===== src/verilog/eqrl_pkg.sv =====
package eqrl_pkg;
	// ---------------------------------------------------------------
	// register map
	// ---------------------------------------------------------------
	localparam int EQRL_NPORT = 4;
	localparam int EQRL_NQUEUE = 3;
	localparam int EQRL_NREG = 12;
	// index = port * 3 + queue
	localparam logic [7:0] EQRL_OFS [EQRL_NREG] = '{
		8'hcb, 8'hcc, 8'hcd,
		8'hdb, 8'hdc, 8'hdd,
		8'heb, 8'hec, 8'hed,
		8'hfb, 8'hfc, 8'hfd
	};
	localparam logic [7:0] EQRL_OFS_RSVD_BB = 8'hbb;
	localparam logic [7:0] EQRL_OFS_RSVD_BC = 8'hbc;
	localparam logic [7:0] EQRL_OFS_RSVD_BD = 8'hbd;
	localparam int EQRL_LIMIT_LSB = 0;
	localparam int EQRL_LIMIT_W = 7;
	localparam logic [6:0] EQRL_LIMIT_RST = 7'h00;
	localparam logic [7:0] EQRL_RDATA_RST = 8'h00;

	// ---------------------------------------------------------------
	// rate table
	// ---------------------------------------------------------------
	localparam int EQRL_RATE_W = 17;
	localparam logic [6:0] EQRL_FULL_CODE_100 = 7'h64;
	localparam logic [6:0] EQRL_FULL_CODE_10 = 7'h0a;
	localparam logic [6:0] EQRL_SUB_BASE = 7'h64;
	localparam logic [6:0] EQRL_SUB_LAST_100 = 7'h73;
	localparam logic [16:0] EQRL_KBPS_PER_MBPS = 17'h003e8;
	localparam logic [16:0] EQRL_SUB_STEP_KBPS = 17'h00040;
	localparam logic [16:0] EQRL_FULL_KBPS_100 = 17'h186a0;
	localparam logic [16:0] EQRL_FULL_KBPS_10 = 17'h02710;
	localparam logic [16:0] EQRL_RATE_RST = 17'h00000;

	// ---------------------------------------------------------------
	// queue modes and ranks
	// ---------------------------------------------------------------
	typedef enum logic [1:0] {
		EQRL_QM_ONE = 2'b00,
		EQRL_QM_TWO = 2'b01,
		EQRL_QM_FOUR = 2'b11
	} eqrl_qmode_e;
	localparam logic [1:0] EQRL_RANK_LOWEST = 2'h0;
	localparam logic [1:0] EQRL_RANK_SECOND = 2'h1;
	localparam logic [1:0] EQRL_RANK_THIRD = 2'h2;
endpackage : eqrl_pkg


===== src/verilog/eqrl_rate_decode.sv =====
`timescale 1ns/100ps
module eqrl_rate_decode
	import eqrl_pkg::*;
(
	input wire logic [6:0] limit_in,
	input wire logic speed_100_in,
	output logic [16:0] rate_kbps_out
);
	logic [16:0] code_w;
	logic [16:0] mbps_w;
	logic [16:0] sub_w;

	assign code_w = {10'h000, limit_in};
	assign mbps_w = 17'(code_w * EQRL_KBPS_PER_MBPS);
	assign sub_w = 17'((code_w - {10'h000, EQRL_SUB_BASE}) * EQRL_SUB_STEP_KBPS);

	always_comb begin
		if (speed_100_in) begin
			// 100 mbit table
			if (limit_in == 7'h00 || limit_in == EQRL_FULL_CODE_100) begin
				rate_kbps_out = EQRL_FULL_KBPS_100;
			end else if (limit_in < EQRL_FULL_CODE_100) begin
				rate_kbps_out = mbps_w;
			end else if (limit_in <= EQRL_SUB_LAST_100) begin
				rate_kbps_out = sub_w;
			end else begin
				rate_kbps_out = EQRL_FULL_KBPS_100;
			end
		end else begin
			// 10 mbit table
			if (limit_in == 7'h00 || limit_in == EQRL_FULL_CODE_10) begin
				rate_kbps_out = EQRL_FULL_KBPS_10;
			end else if (limit_in < EQRL_FULL_CODE_10) begin
				rate_kbps_out = mbps_w;
			end else if (limit_in > EQRL_SUB_BASE) begin
				rate_kbps_out = sub_w;
			end else begin
				rate_kbps_out = EQRL_FULL_KBPS_10;
			end
		end
	end
endmodule : eqrl_rate_decode


===== src/verilog/eqrl_egress_limit.sv =====
`timescale 1ns/100ps
// What this block does
// RQ1 - each port has a 7-bit queue 0 limit, reset zero, shaping queue 0.
// RQ2 - each port has a 7-bit queue 1 limit selecting its shaped rate.
// RQ3 - each port has a 7-bit queue 2 limit selecting its shaped rate.
// RQ4 - queue 0 is lowest of four, low of two.
// RQ5 - queue 1 is high of two, second lowest of four.
// RQ6 - queue 2 is second highest of four.
// RQ7 - at 100M: 1-99 Mbit, 0/100 full, 101-115 give 64k steps.
// RQ8 - at 10M: 1-9 Mbit, 0/10 full, 101 upward give 64k steps.
// RQ9 - with several queues only the top queue is exact, others ratio paced.
// RQ10 - bit 7 reads zero and ignores writes.
module eqrl_egress_limit
	import eqrl_pkg::*;
(
	input wire logic clk_in,
	input wire logic rst_n_in,
	input wire logic [7:0] reg_addr_in,
	input wire logic reg_wr_in,
	input wire logic [7:0] reg_wdata_in,
	input wire logic reg_rd_in,
	output logic [7:0] reg_rdata_out,
	output logic reg_hit_out,
	input wire logic [3:0] port_speed_100_in,
	input wire logic [1:0] port_qmode_in [EQRL_NPORT],
	output logic [6:0] limit_out [EQRL_NREG],
	output logic [16:0] rate_kbps_out [EQRL_NREG],
	output logic [1:0] rank_out [EQRL_NREG],
	output logic [EQRL_NREG-1:0] exact_out
);
	// ---------------------------------------------------------------
	// address decode
	// ---------------------------------------------------------------
	function automatic logic [4:0] eqrl_decode(input logic [7:0] addr);
		logic [4:0] res;
		if (addr == EQRL_OFS[0]) begin
			res = 5'h00;
		end else if (addr == EQRL_OFS[1]) begin
			res = 5'h01;
		end else if (addr == EQRL_OFS[2]) begin
			res = 5'h02;
		end else if (addr == EQRL_OFS[3]) begin
			res = 5'h03;
		end else if (addr == EQRL_OFS[4]) begin
			res = 5'h04;
		end else if (addr == EQRL_OFS[5]) begin
			res = 5'h05;
		end else if (addr == EQRL_OFS[6]) begin
			res = 5'h06;
		end else if (addr == EQRL_OFS[7]) begin
			res = 5'h07;
		end else if (addr == EQRL_OFS[8]) begin
			res = 5'h08;
		end else if (addr == EQRL_OFS[9]) begin
			res = 5'h09;
		end else if (addr == EQRL_OFS[10]) begin
			res = 5'h0a;
		end else if (addr == EQRL_OFS[11]) begin
			res = 5'h0b;
		end else begin
			res = 5'h1f;
		end
		return res;
	endfunction : eqrl_decode

	function automatic logic eqrl_is_rsvd(input logic [7:0] addr);
		logic res;
		if (addr == EQRL_OFS_RSVD_BB) begin
			res = 1'h1;
		end else if (addr == EQRL_OFS_RSVD_BC) begin
			res = 1'h1;
		end else if (addr == EQRL_OFS_RSVD_BD) begin
			res = 1'h1;
		end else begin
			res = 1'h0;
		end
		return res;
	endfunction : eqrl_is_rsvd

	logic [4:0] wr_idx_w;
	logic [4:0] rd_idx_w;
	logic [6:0] limit_r [EQRL_NREG];
	logic [7:0] reg_rdata_nxt;
	logic [EQRL_NREG-1:0] wr_sel_w;
	logic [6:0] wr_limit_w;
	eqrl_qmode_e qmode_w [EQRL_NPORT];

	assign wr_idx_w = eqrl_decode(reg_addr_in);
	assign rd_idx_w = wr_idx_w;
	assign reg_hit_out = (wr_idx_w != 5'h1f) || eqrl_is_rsvd(reg_addr_in);

	// ---------------------------------------------------------------
	// write select
	// ---------------------------------------------------------------
	// RQ10 top bit dropped
	assign wr_limit_w = reg_wdata_in[EQRL_LIMIT_LSB +: EQRL_LIMIT_W];

	always_comb begin
		for (int i = 0; i < EQRL_NREG; i++) begin
			wr_sel_w[i] = reg_wr_in && (wr_idx_w == 5'(i));
		end
	end

	// ---------------------------------------------------------------
	// per port mode
	// ---------------------------------------------------------------
	// RQ4 RQ9 unused code as one queue
	always_comb begin
		for (int i = 0; i < EQRL_NPORT; i++) begin
			if (port_qmode_in[i] == EQRL_QM_TWO) begin
				qmode_w[i] = EQRL_QM_TWO;
			end else if (port_qmode_in[i] == EQRL_QM_FOUR) begin
				qmode_w[i] = EQRL_QM_FOUR;
			end else begin
				qmode_w[i] = EQRL_QM_ONE;
			end
		end
	end

	// ---------------------------------------------------------------
	// per register storage and outputs
	// ---------------------------------------------------------------
	genvar g;
	generate
		for (g = 0; g < EQRL_NREG; g++) begin : g_reg
			localparam int PORT = g / EQRL_NQUEUE;
			localparam int QUEUE = g % EQRL_NQUEUE;
			logic [16:0] rate_w;
			logic [1:0] rank_nxt;
			logic exact_nxt;

			// RQ1 RQ2 RQ3 limit field store
			always_ff @(posedge clk_in) begin
				if (!rst_n_in) begin
					limit_r[g] <= EQRL_LIMIT_RST;
				end else if (wr_sel_w[g]) begin
					limit_r[g] <= wr_limit_w;
				end
			end

			// RQ7 RQ8 table lookup
			eqrl_rate_decode u_dec (
				.limit_in(limit_r[g]),
				.speed_100_in(port_speed_100_in[PORT]),
				.rate_kbps_out(rate_w)
			);

			always_comb begin
				rank_nxt = EQRL_RANK_LOWEST;
				exact_nxt = 1'b0;
				case (qmode_w[PORT])
					EQRL_QM_FOUR: begin
						// RQ4 RQ5 RQ6 four queue ranks
						if (QUEUE == 1) begin
							rank_nxt = EQRL_RANK_SECOND;
						end else if (QUEUE == 2) begin
							rank_nxt = EQRL_RANK_THIRD;
						end
						// RQ9 queue 3 is the exact one
						exact_nxt = 1'b0;
					end
					EQRL_QM_TWO: begin
						// RQ4 RQ5 two queue ranks
						if (QUEUE == 1) begin
							rank_nxt = EQRL_RANK_SECOND;
						end
						// RQ9 queue 1 is the exact one
						exact_nxt = (QUEUE == 1);
					end
					EQRL_QM_ONE: begin
						// RQ9 single queue is exact
						exact_nxt = (QUEUE == 0);
					end
					default: begin
						exact_nxt = (QUEUE == 0);
					end
				endcase
			end

			always_ff @(posedge clk_in) begin
				if (!rst_n_in) begin
					rate_kbps_out[g] <= EQRL_RATE_RST;
				end else begin
					rate_kbps_out[g] <= rate_w;
				end
			end

			always_ff @(posedge clk_in) begin
				if (!rst_n_in) begin
					rank_out[g] <= EQRL_RANK_LOWEST;
				end else begin
					rank_out[g] <= rank_nxt;
				end
			end

			always_ff @(posedge clk_in) begin
				if (!rst_n_in) begin
					exact_out[g] <= 1'h0;
				end else begin
					exact_out[g] <= exact_nxt;
				end
			end

			assign limit_out[g] = limit_r[g];
		end
	endgenerate

	// ---------------------------------------------------------------
	// read path
	// ---------------------------------------------------------------
	always_comb begin
		reg_rdata_nxt = EQRL_RDATA_RST;
		// RQ10 bit 7 reads zero
		if (rd_idx_w < 5'(EQRL_NREG)) begin
			reg_rdata_nxt = {1'b0, limit_r[rd_idx_w[3:0]]};
		end
	end

	always_ff @(posedge clk_in) begin
		if (!rst_n_in) begin
			reg_rdata_out <= EQRL_RDATA_RST;
		end else if (reg_rd_in) begin
			reg_rdata_out <= reg_rdata_nxt;
		end
	end
endmodule : eqrl_egress_limit


===== config.mk =====
export PLATFORM = sky130hd
export DESIGN_NAME = eqrl_egress_limit
export DESIGN_NICKNAME = d
export VERILOG_FILES = /design/src/verilog/eqrl_pkg.sv /design/src/verilog/eqrl_rate_decode.sv /design/src/verilog/eqrl_egress_limit.sv
export SDC_FILE = /design/constraint.sdc
export NUM_CORES = 1
export LEC_CHECK = 0
export ABC_AREA = 1
export ABC_CLOCK_PERIOD_IN_PS = 4900
export BUFFER_PORTS_ARGS = -buffer_cell sky130_fd_sc_hd__buf_2
export CAP_MARGIN = 20
export CORE_ASPECT_RATIO = 0.9
export CORE_MARGIN = 5
export CORE_UTILIZATION = 33
export DETAILED_ROUTE_END_ITERATION = 12
export GPL_ROUTABILITY_DRIVEN = 0
export PLACE_DENSITY = 0.61
export SLEW_MARGIN = 20
export SYNTH_ARGS = -nofsm -noshare
export SYNTH_HDL_FRONTEND = slang
export SYNTH_SLANG_ARGS = --single-unit

===== constraint.sdc =====
create_clock -name clk_in -period 4.9 [get_ports clk_in]
set_input_delay 0.245 -clock clk_in [delete_from_list [all_inputs] [get_ports clk_in]]
set_output_delay 0.245 -clock clk_in [all_outputs]
set_load 0.1 [all_outputs]

# --- After elaboration in Yosys (flattened, before gate mapping) ---
# Memories as Yosys holds them, arrays and structs flattened.
# Index checks and enable logic that the tools add are counted.
word_totals:
  register_bits: 236
  ram_bits: 84
  in_bits: 32
  out_inout_bits: 333
  n_memories: 1
memory_table:
  columns: ["name", "depth", "word_bits", "rd", "rd_clocked_by_memory_dff", "write_ports", "line_no", "text"]
  rows:
  - ["limit_r", 12, 7, 13, 0, 12, "eqrl_egress_limit.sv:82", "logic [6:0] limit_r [EQRL_NREG];"]
op_classes:
  add_sub_neg: 12
  multipliers: 12
  order_cmp: 49
  eq_ne: 67
  muxes: 173
  bitwise: 12
  reduce_logical: 54
op_table:
  columns: ["operator", "n"]
  rows:
  - ["two-way mux 17 bit", 84]
  - ["multiplier 7 x 7 -> 14 bit, second input constant", 12]
  - ["== test 8 bit, second input constant", 15]
  - ["subtractor 7 x 7 -> 8 bit, second input constant", 12]
  - ["two-way mux 7 bit", 13]
  - ["== test 7 x 4 -> 1 bit, second input constant", 12]
  - ["== test 7 bit, second input constant", 12]
  - ["> comparator 7 bit, second input constant", 12]
  - ["<= comparator 7 bit, second input constant", 12]
  - ["logical NOT 7 bit", 12]
  - ["< comparator 7 x 4 -> 1 bit, second input constant", 12]
  - ["< comparator 7 bit, second input constant", 12]
  - ["two-way mux 5 bit", 12]
  - ["two-way mux 1 bit", 52]
  - ["logical OR 1 bit", 25]
  - ["two-way mux 2 bit", 12]
  - ["== test 5 x 3 -> 1 bit, second input constant", 4]
  - ["== test 5 x 4 -> 1 bit, second input constant", 4]
  - ["== test 2 x 1 -> 1 bit, second input constant", 8]
  - ["== test 2 bit, second input constant", 8]
  - ["logical AND 1 bit", 12]
  - ["bitwise OR 1 bit", 12]
  - ["== test 5 x 2 -> 1 bit, second input constant", 2]
  - ["OR reduction 2 bit", 4]
  - ["other kinds (4)", 4]

# --- Longest topological paths before layout ---
depth:
  word_depth: 19
  mapped_depth: 19
  ltp_nobuf: 19

# --- Cells and area by module ---
# A second synthesis with hierarchy kept.
unflattened:
  cells_unflattened: 5052
  area_unflattened_um2: 36446.2
modules_own_cells:
  columns: ["module", "n_inst", "cells_per_inst", "area_per_inst_um2", "seq_area_each_um2"]
  rows:
  - ["eqrl_rate_decode (g_reg[0].u_dec ...)", 7, 308, 2072.0, 0.0]
  - ["eqrl_egress_limit", 1, 1324, 11179.5, 7066.8]
  - ["eqrl_rate_decode (g_reg[7].u_dec ...)", 2, 315, 2148.3, 0.0]
  - ["eqrl_rate_decode (g_reg[9].u_dec)", 1, 319, 2160.8, 0.0]
  - ["eqrl_rate_decode (g_reg[11].u_dec)", 1, 311, 2155.8, 0.0]
  - ["eqrl_rate_decode (g_reg[6].u_dec)", 1, 312, 2149.6, 0.0]

# --- Worst setup path after synthesis ---
# OpenSTA, ideal clock, no wires.
synth_path:
  path_kind: "reg-to-reg"
  from: "memory limit_r[1][4]"
  to: "register rate_kbps_out[186] (netlist name)"
  setup_ns: 0.132
  arrival_ns: 4.689
  t_required_ns: 4.768
  setup_slack_ns: 0.078
  stages_incl_launch_ff: 18
  n_path_buf: 0
  synth_period_minus_slack_ns: 4.822
  path_cell_list: "edfxtp_1 -> inv_1 -> ha_1 -> fa_1 -> inv_1 -> fa_1 -> fa_1 -> inv_1 -> ha_1 -> a21oi_1 -> o21ai_0 -> nand2_1 -> nand4_1 -> or2_2 -> nand3_1 -> nand2_1 -> nand2_1 -> a31oi_1"
synth_rtl:
  columns: ["item", "line_no", "text"]
  rows:
  - ["start, declared", "eqrl_egress_limit.sv:82", null]
  - ["end signal, assigned by index", "eqrl_egress_limit.sv:184", "rate_kbps_out[g] <= rate_w;"]
  - ["end, declared", "eqrl_egress_limit.sv:27", "output logic [16:0] rate_kbps_out [EQRL_NREG],"]

==> impl_metrics.json <==
{
  "status": "complete, no violations",
  "finalSetupViolCount": 0,
  "antenna_violating_nets_post_route": 0,
  "rrSetupSlack_ns": 0.38,
  "yosys.area_share.adder_pct": 37.3,
  "cts_buffers": 39,
  "reg2reg_to": "rate_kbps_out[133]",
  "synth_area_leaders": "ha_1 24%, fa_1 14%, dfxtp_1 12%",
  "slew_headroom_pct": 27.0,
  "postCtsResizedCells": 0,
  "worstHoldStart": "reg_rd_in",
  "slew_viol_final": 0,
  "chipWidth_um": 337,
  "synth_compound_area_share_pct": 10.2,
  "required_ns": 5.37,
  "layout.nets": 5242,
  "cts.root.buffer_cell": "clkbuf_16",
  "synth_flop_cell": "dfxtp_1",
  "wl_per_cell_um": 17.8,
  "synthDistinctLibCells": 47,
  "min_to": "reg_rdata_out[5]",
  "period_share_pct": 92.2,
  "synth_edf_count": 84,
  "crit_type": "register to register",
  "place_area_mm2": 0.0351,
  "cts_tree": "yes",
  "yosysWarnings": 0,
  "hold_depth": 4,
  "num_rows": 108,
  "irDropWorstVdd_mv": 0.374,
  "async_flop_share_pct": 0,
  "routed_wl_um": 101000,
  "p_leak_nw": 19.2,
  "worstSkewPairLatency_ns": 0.60,
  "dr.pass1.iters": 6,
  "grt_pass1_wl_um": 156000,
  "synth.yosys.seq_area_share_pct": 20.0,
  "fin_area_mm2": 0.0366,
  "slowest_stage": "fa_1",
  "grt_max_degree": 75,
  "worstMarginPinSlew_ns": 1.09,
  "die_area_mm2": 0.102,
  "netlist_area_mm2": 0.0317,
  "numClockSinks": 275,
  "min_path_type": "primary input to register",
  "track_usage_pct": 19.3,
  "h-tree-depth": 2,
  "grt_overflow_total": 0,
  "core_mm2": 0.0959,
  "crit_path_end_kind": "register",
  "synth_xor_area_share_pct": 3.39,
  "cap_violations": 0,
  "p_per_area_mw_per_mm2": 474,
  "cpMostUsedCell": "fa_1",
  "synth.mux.area_fraction_pct": 0,
  "r2r_cells": 15,
  "io_pins": 365,
  "synth_top_family_by_area": "adder cells",
  "setup_tns_ns": 0,
  "portBuffers": 306,
  "dp_cells": 5607,
  "floorplan.die.height_um": 304,
  "skew_ns": 0.0129,
  "drive_above_1_share_pct": 11.8,
  "r2r-start": "limit_r[4][0]",
  "synth-simple-area-share_pct": 19.0,
  "drt_iter0_markers": 2065,
  "synth_top_area_share_pct": 23.7,
  "drc": 0,
  "hpwl_um": 81100,
  "power_mw": 17.3,
  "syn_area_per_cell_um2": 7.92,
  "cts.path.max_buffers": 3,
  "synth-seq-cells": 275,
  "cp_cell_sequence": "fa_1 -> fa_1 -> inv_1 -> fa_1 -> fa_1 -> inv_1 -> ha_1 -> a21oi_1 -> o21ai_0 -> a21oi_1 -> o21bai_1 -> xor2_1 -> o21ai_0 -> o21ai_0 -> a21oi_1",
  "syn2layout_area_growth_pct": 15.3,
  "max_freq_mhz": 221,
  "n_fill_cell": 9973,
  "cts.clk_slew.worst_paths_ns": 0.06,
  "cp_max_fo": 8,
  "finalHoldViolations": 0,
  "path_buf_inv": 2,
  "cts_hold_buf": 11,
  "synth_cells": 4009,
  "min_period_ns": 4.52,
  "grt_pass1_vias": 26976,
  "crit_arrival_ns": 4.99,
  "start_util_pct": 33.1,
  "routed_via_density": 4.89,
  "crit_path_start_kind": "register",
  "stdcell_count": 5692,
  "antenna_found_initial": 7,
  "routed-via-count": 27809,
  "path_delay_family": "adder cells",
  "hold_ws_ns": 0.0690,
  "cts_setup_buffers": 0,
  "synth_largest_area_cell": "ha_1",
  "slowest_delay_ns": 0.58,
  "rsz0062_at_grt": "false"
}
kinds of logic after synthesis:
kind of cell,Yosys count
fa+ha+maj,816
other cells,1
buf+inv,790
compound gates,562
flops,275
simple gates,1442
xor+xnor,123
registers in the layout (all words and copies together), names as in the netlist:
signal	cells
exact_out	8
limit_r	84
rank_out	8
rate_kbps_out	168
reg_rdata_out	7
cell usage after synthesis, types with 36 or more instances:
| master | instances |
|---|---|
| inv_1 | 660 |
| nor2_1 | 338 |
| a31oi_1 | 51 |
| buf_4 | 59 |
| nand2_1 | 783 |
| xnor2_1 | 54 |
| edfxtp_1 | 84 |
| nand3_1 | 159 |
| o21ai_0 | 133 |
| clkbuf_1 | 36 |
| a21oi_1 | 245 |
| dfxtp_1 | 191 |
| nand4_1 | 92 |
| xor2_1 | 69 |
| fa_1 | 216 |
| ha_1 | 600 |
per-stage QoR:
stage                     setup WS (ns)  util (%)
after global placement            0.538      36.5
after floorplan                  0.0785         -
final                             0.381      38.1
after detailed placement          0.487      36.5
after global routing              0.198      38.1
after CTS                         0.472      38.1
tightest hold or removal path, delay by kind of cell:
family	cells	cell delay, ns
compound gates	1	0.06
buf+inv	2	0.25
simple gates	1	0.06
layout make-up:
class / count / area, um^2 / share of cell area, %
clock inverters: 24 / 272 / 0.742
repair buffers: 409 / 2330 / 6.38
well taps: 1265 / 1580 / 4.33
inverters: 669 / 2520 / 6.88
multi-input cells: 3000 / 22400 / 61.2
diodes: 2 / 5.00 / 0.0137
clock buffers: 48 / 1140 / 3.11
flip-flops and latches: 275 / 6350 / 17.3
layer usage:
metal / wire, um / vias up / GRT usage (%)
li1: - / 13643 / -
met1: 46000 / 13059 / 26.8
met2: 45100 / 948 / 30.9
met3: 7400 / 155 / 3.77
met4: 2810 / 4 / 5.29
met5: 27 / - / 0
cell usage in the layout (no fill, tap or decap), drive strengths merged, types with 53 or more instances in the layout:
cell / n
o21ai: 146
inv: 677
nand2: 785
edfxtp: 84
conb: 57
xnor2: 54
nand3: 162
xor2: 69
nor2: 345
dfxtp: 191
buf: 398
a31oi: 53
a21oi: 245
fa: 216
ha: 600
nand4: 93
where the power goes:
group	total [mW]	internal [mW]	switching, mW
clock	3.13	1.89	1.25
combinational	11.3	3.23	8.04
sequential	2.93	2.75	0.173
worst max path at each step:
stage               depth (start not counted)                  to     startpoint
global route                               18   rate_kbps_out[47]  limit_r[9][2]
finish                                     15  rate_kbps_out[133]  limit_r[4][0]
global placement                           15  rate_kbps_out[133]  limit_r[4][0]
CTS                                        15  rate_kbps_out[133]  limit_r[4][0]
floorplan                                  17  rate_kbps_out[186]  limit_r[1][4]
detailed placement                         15  rate_kbps_out[133]  limit_r[4][0]
No activity file was read; power rests on OpenSTA's default activity.
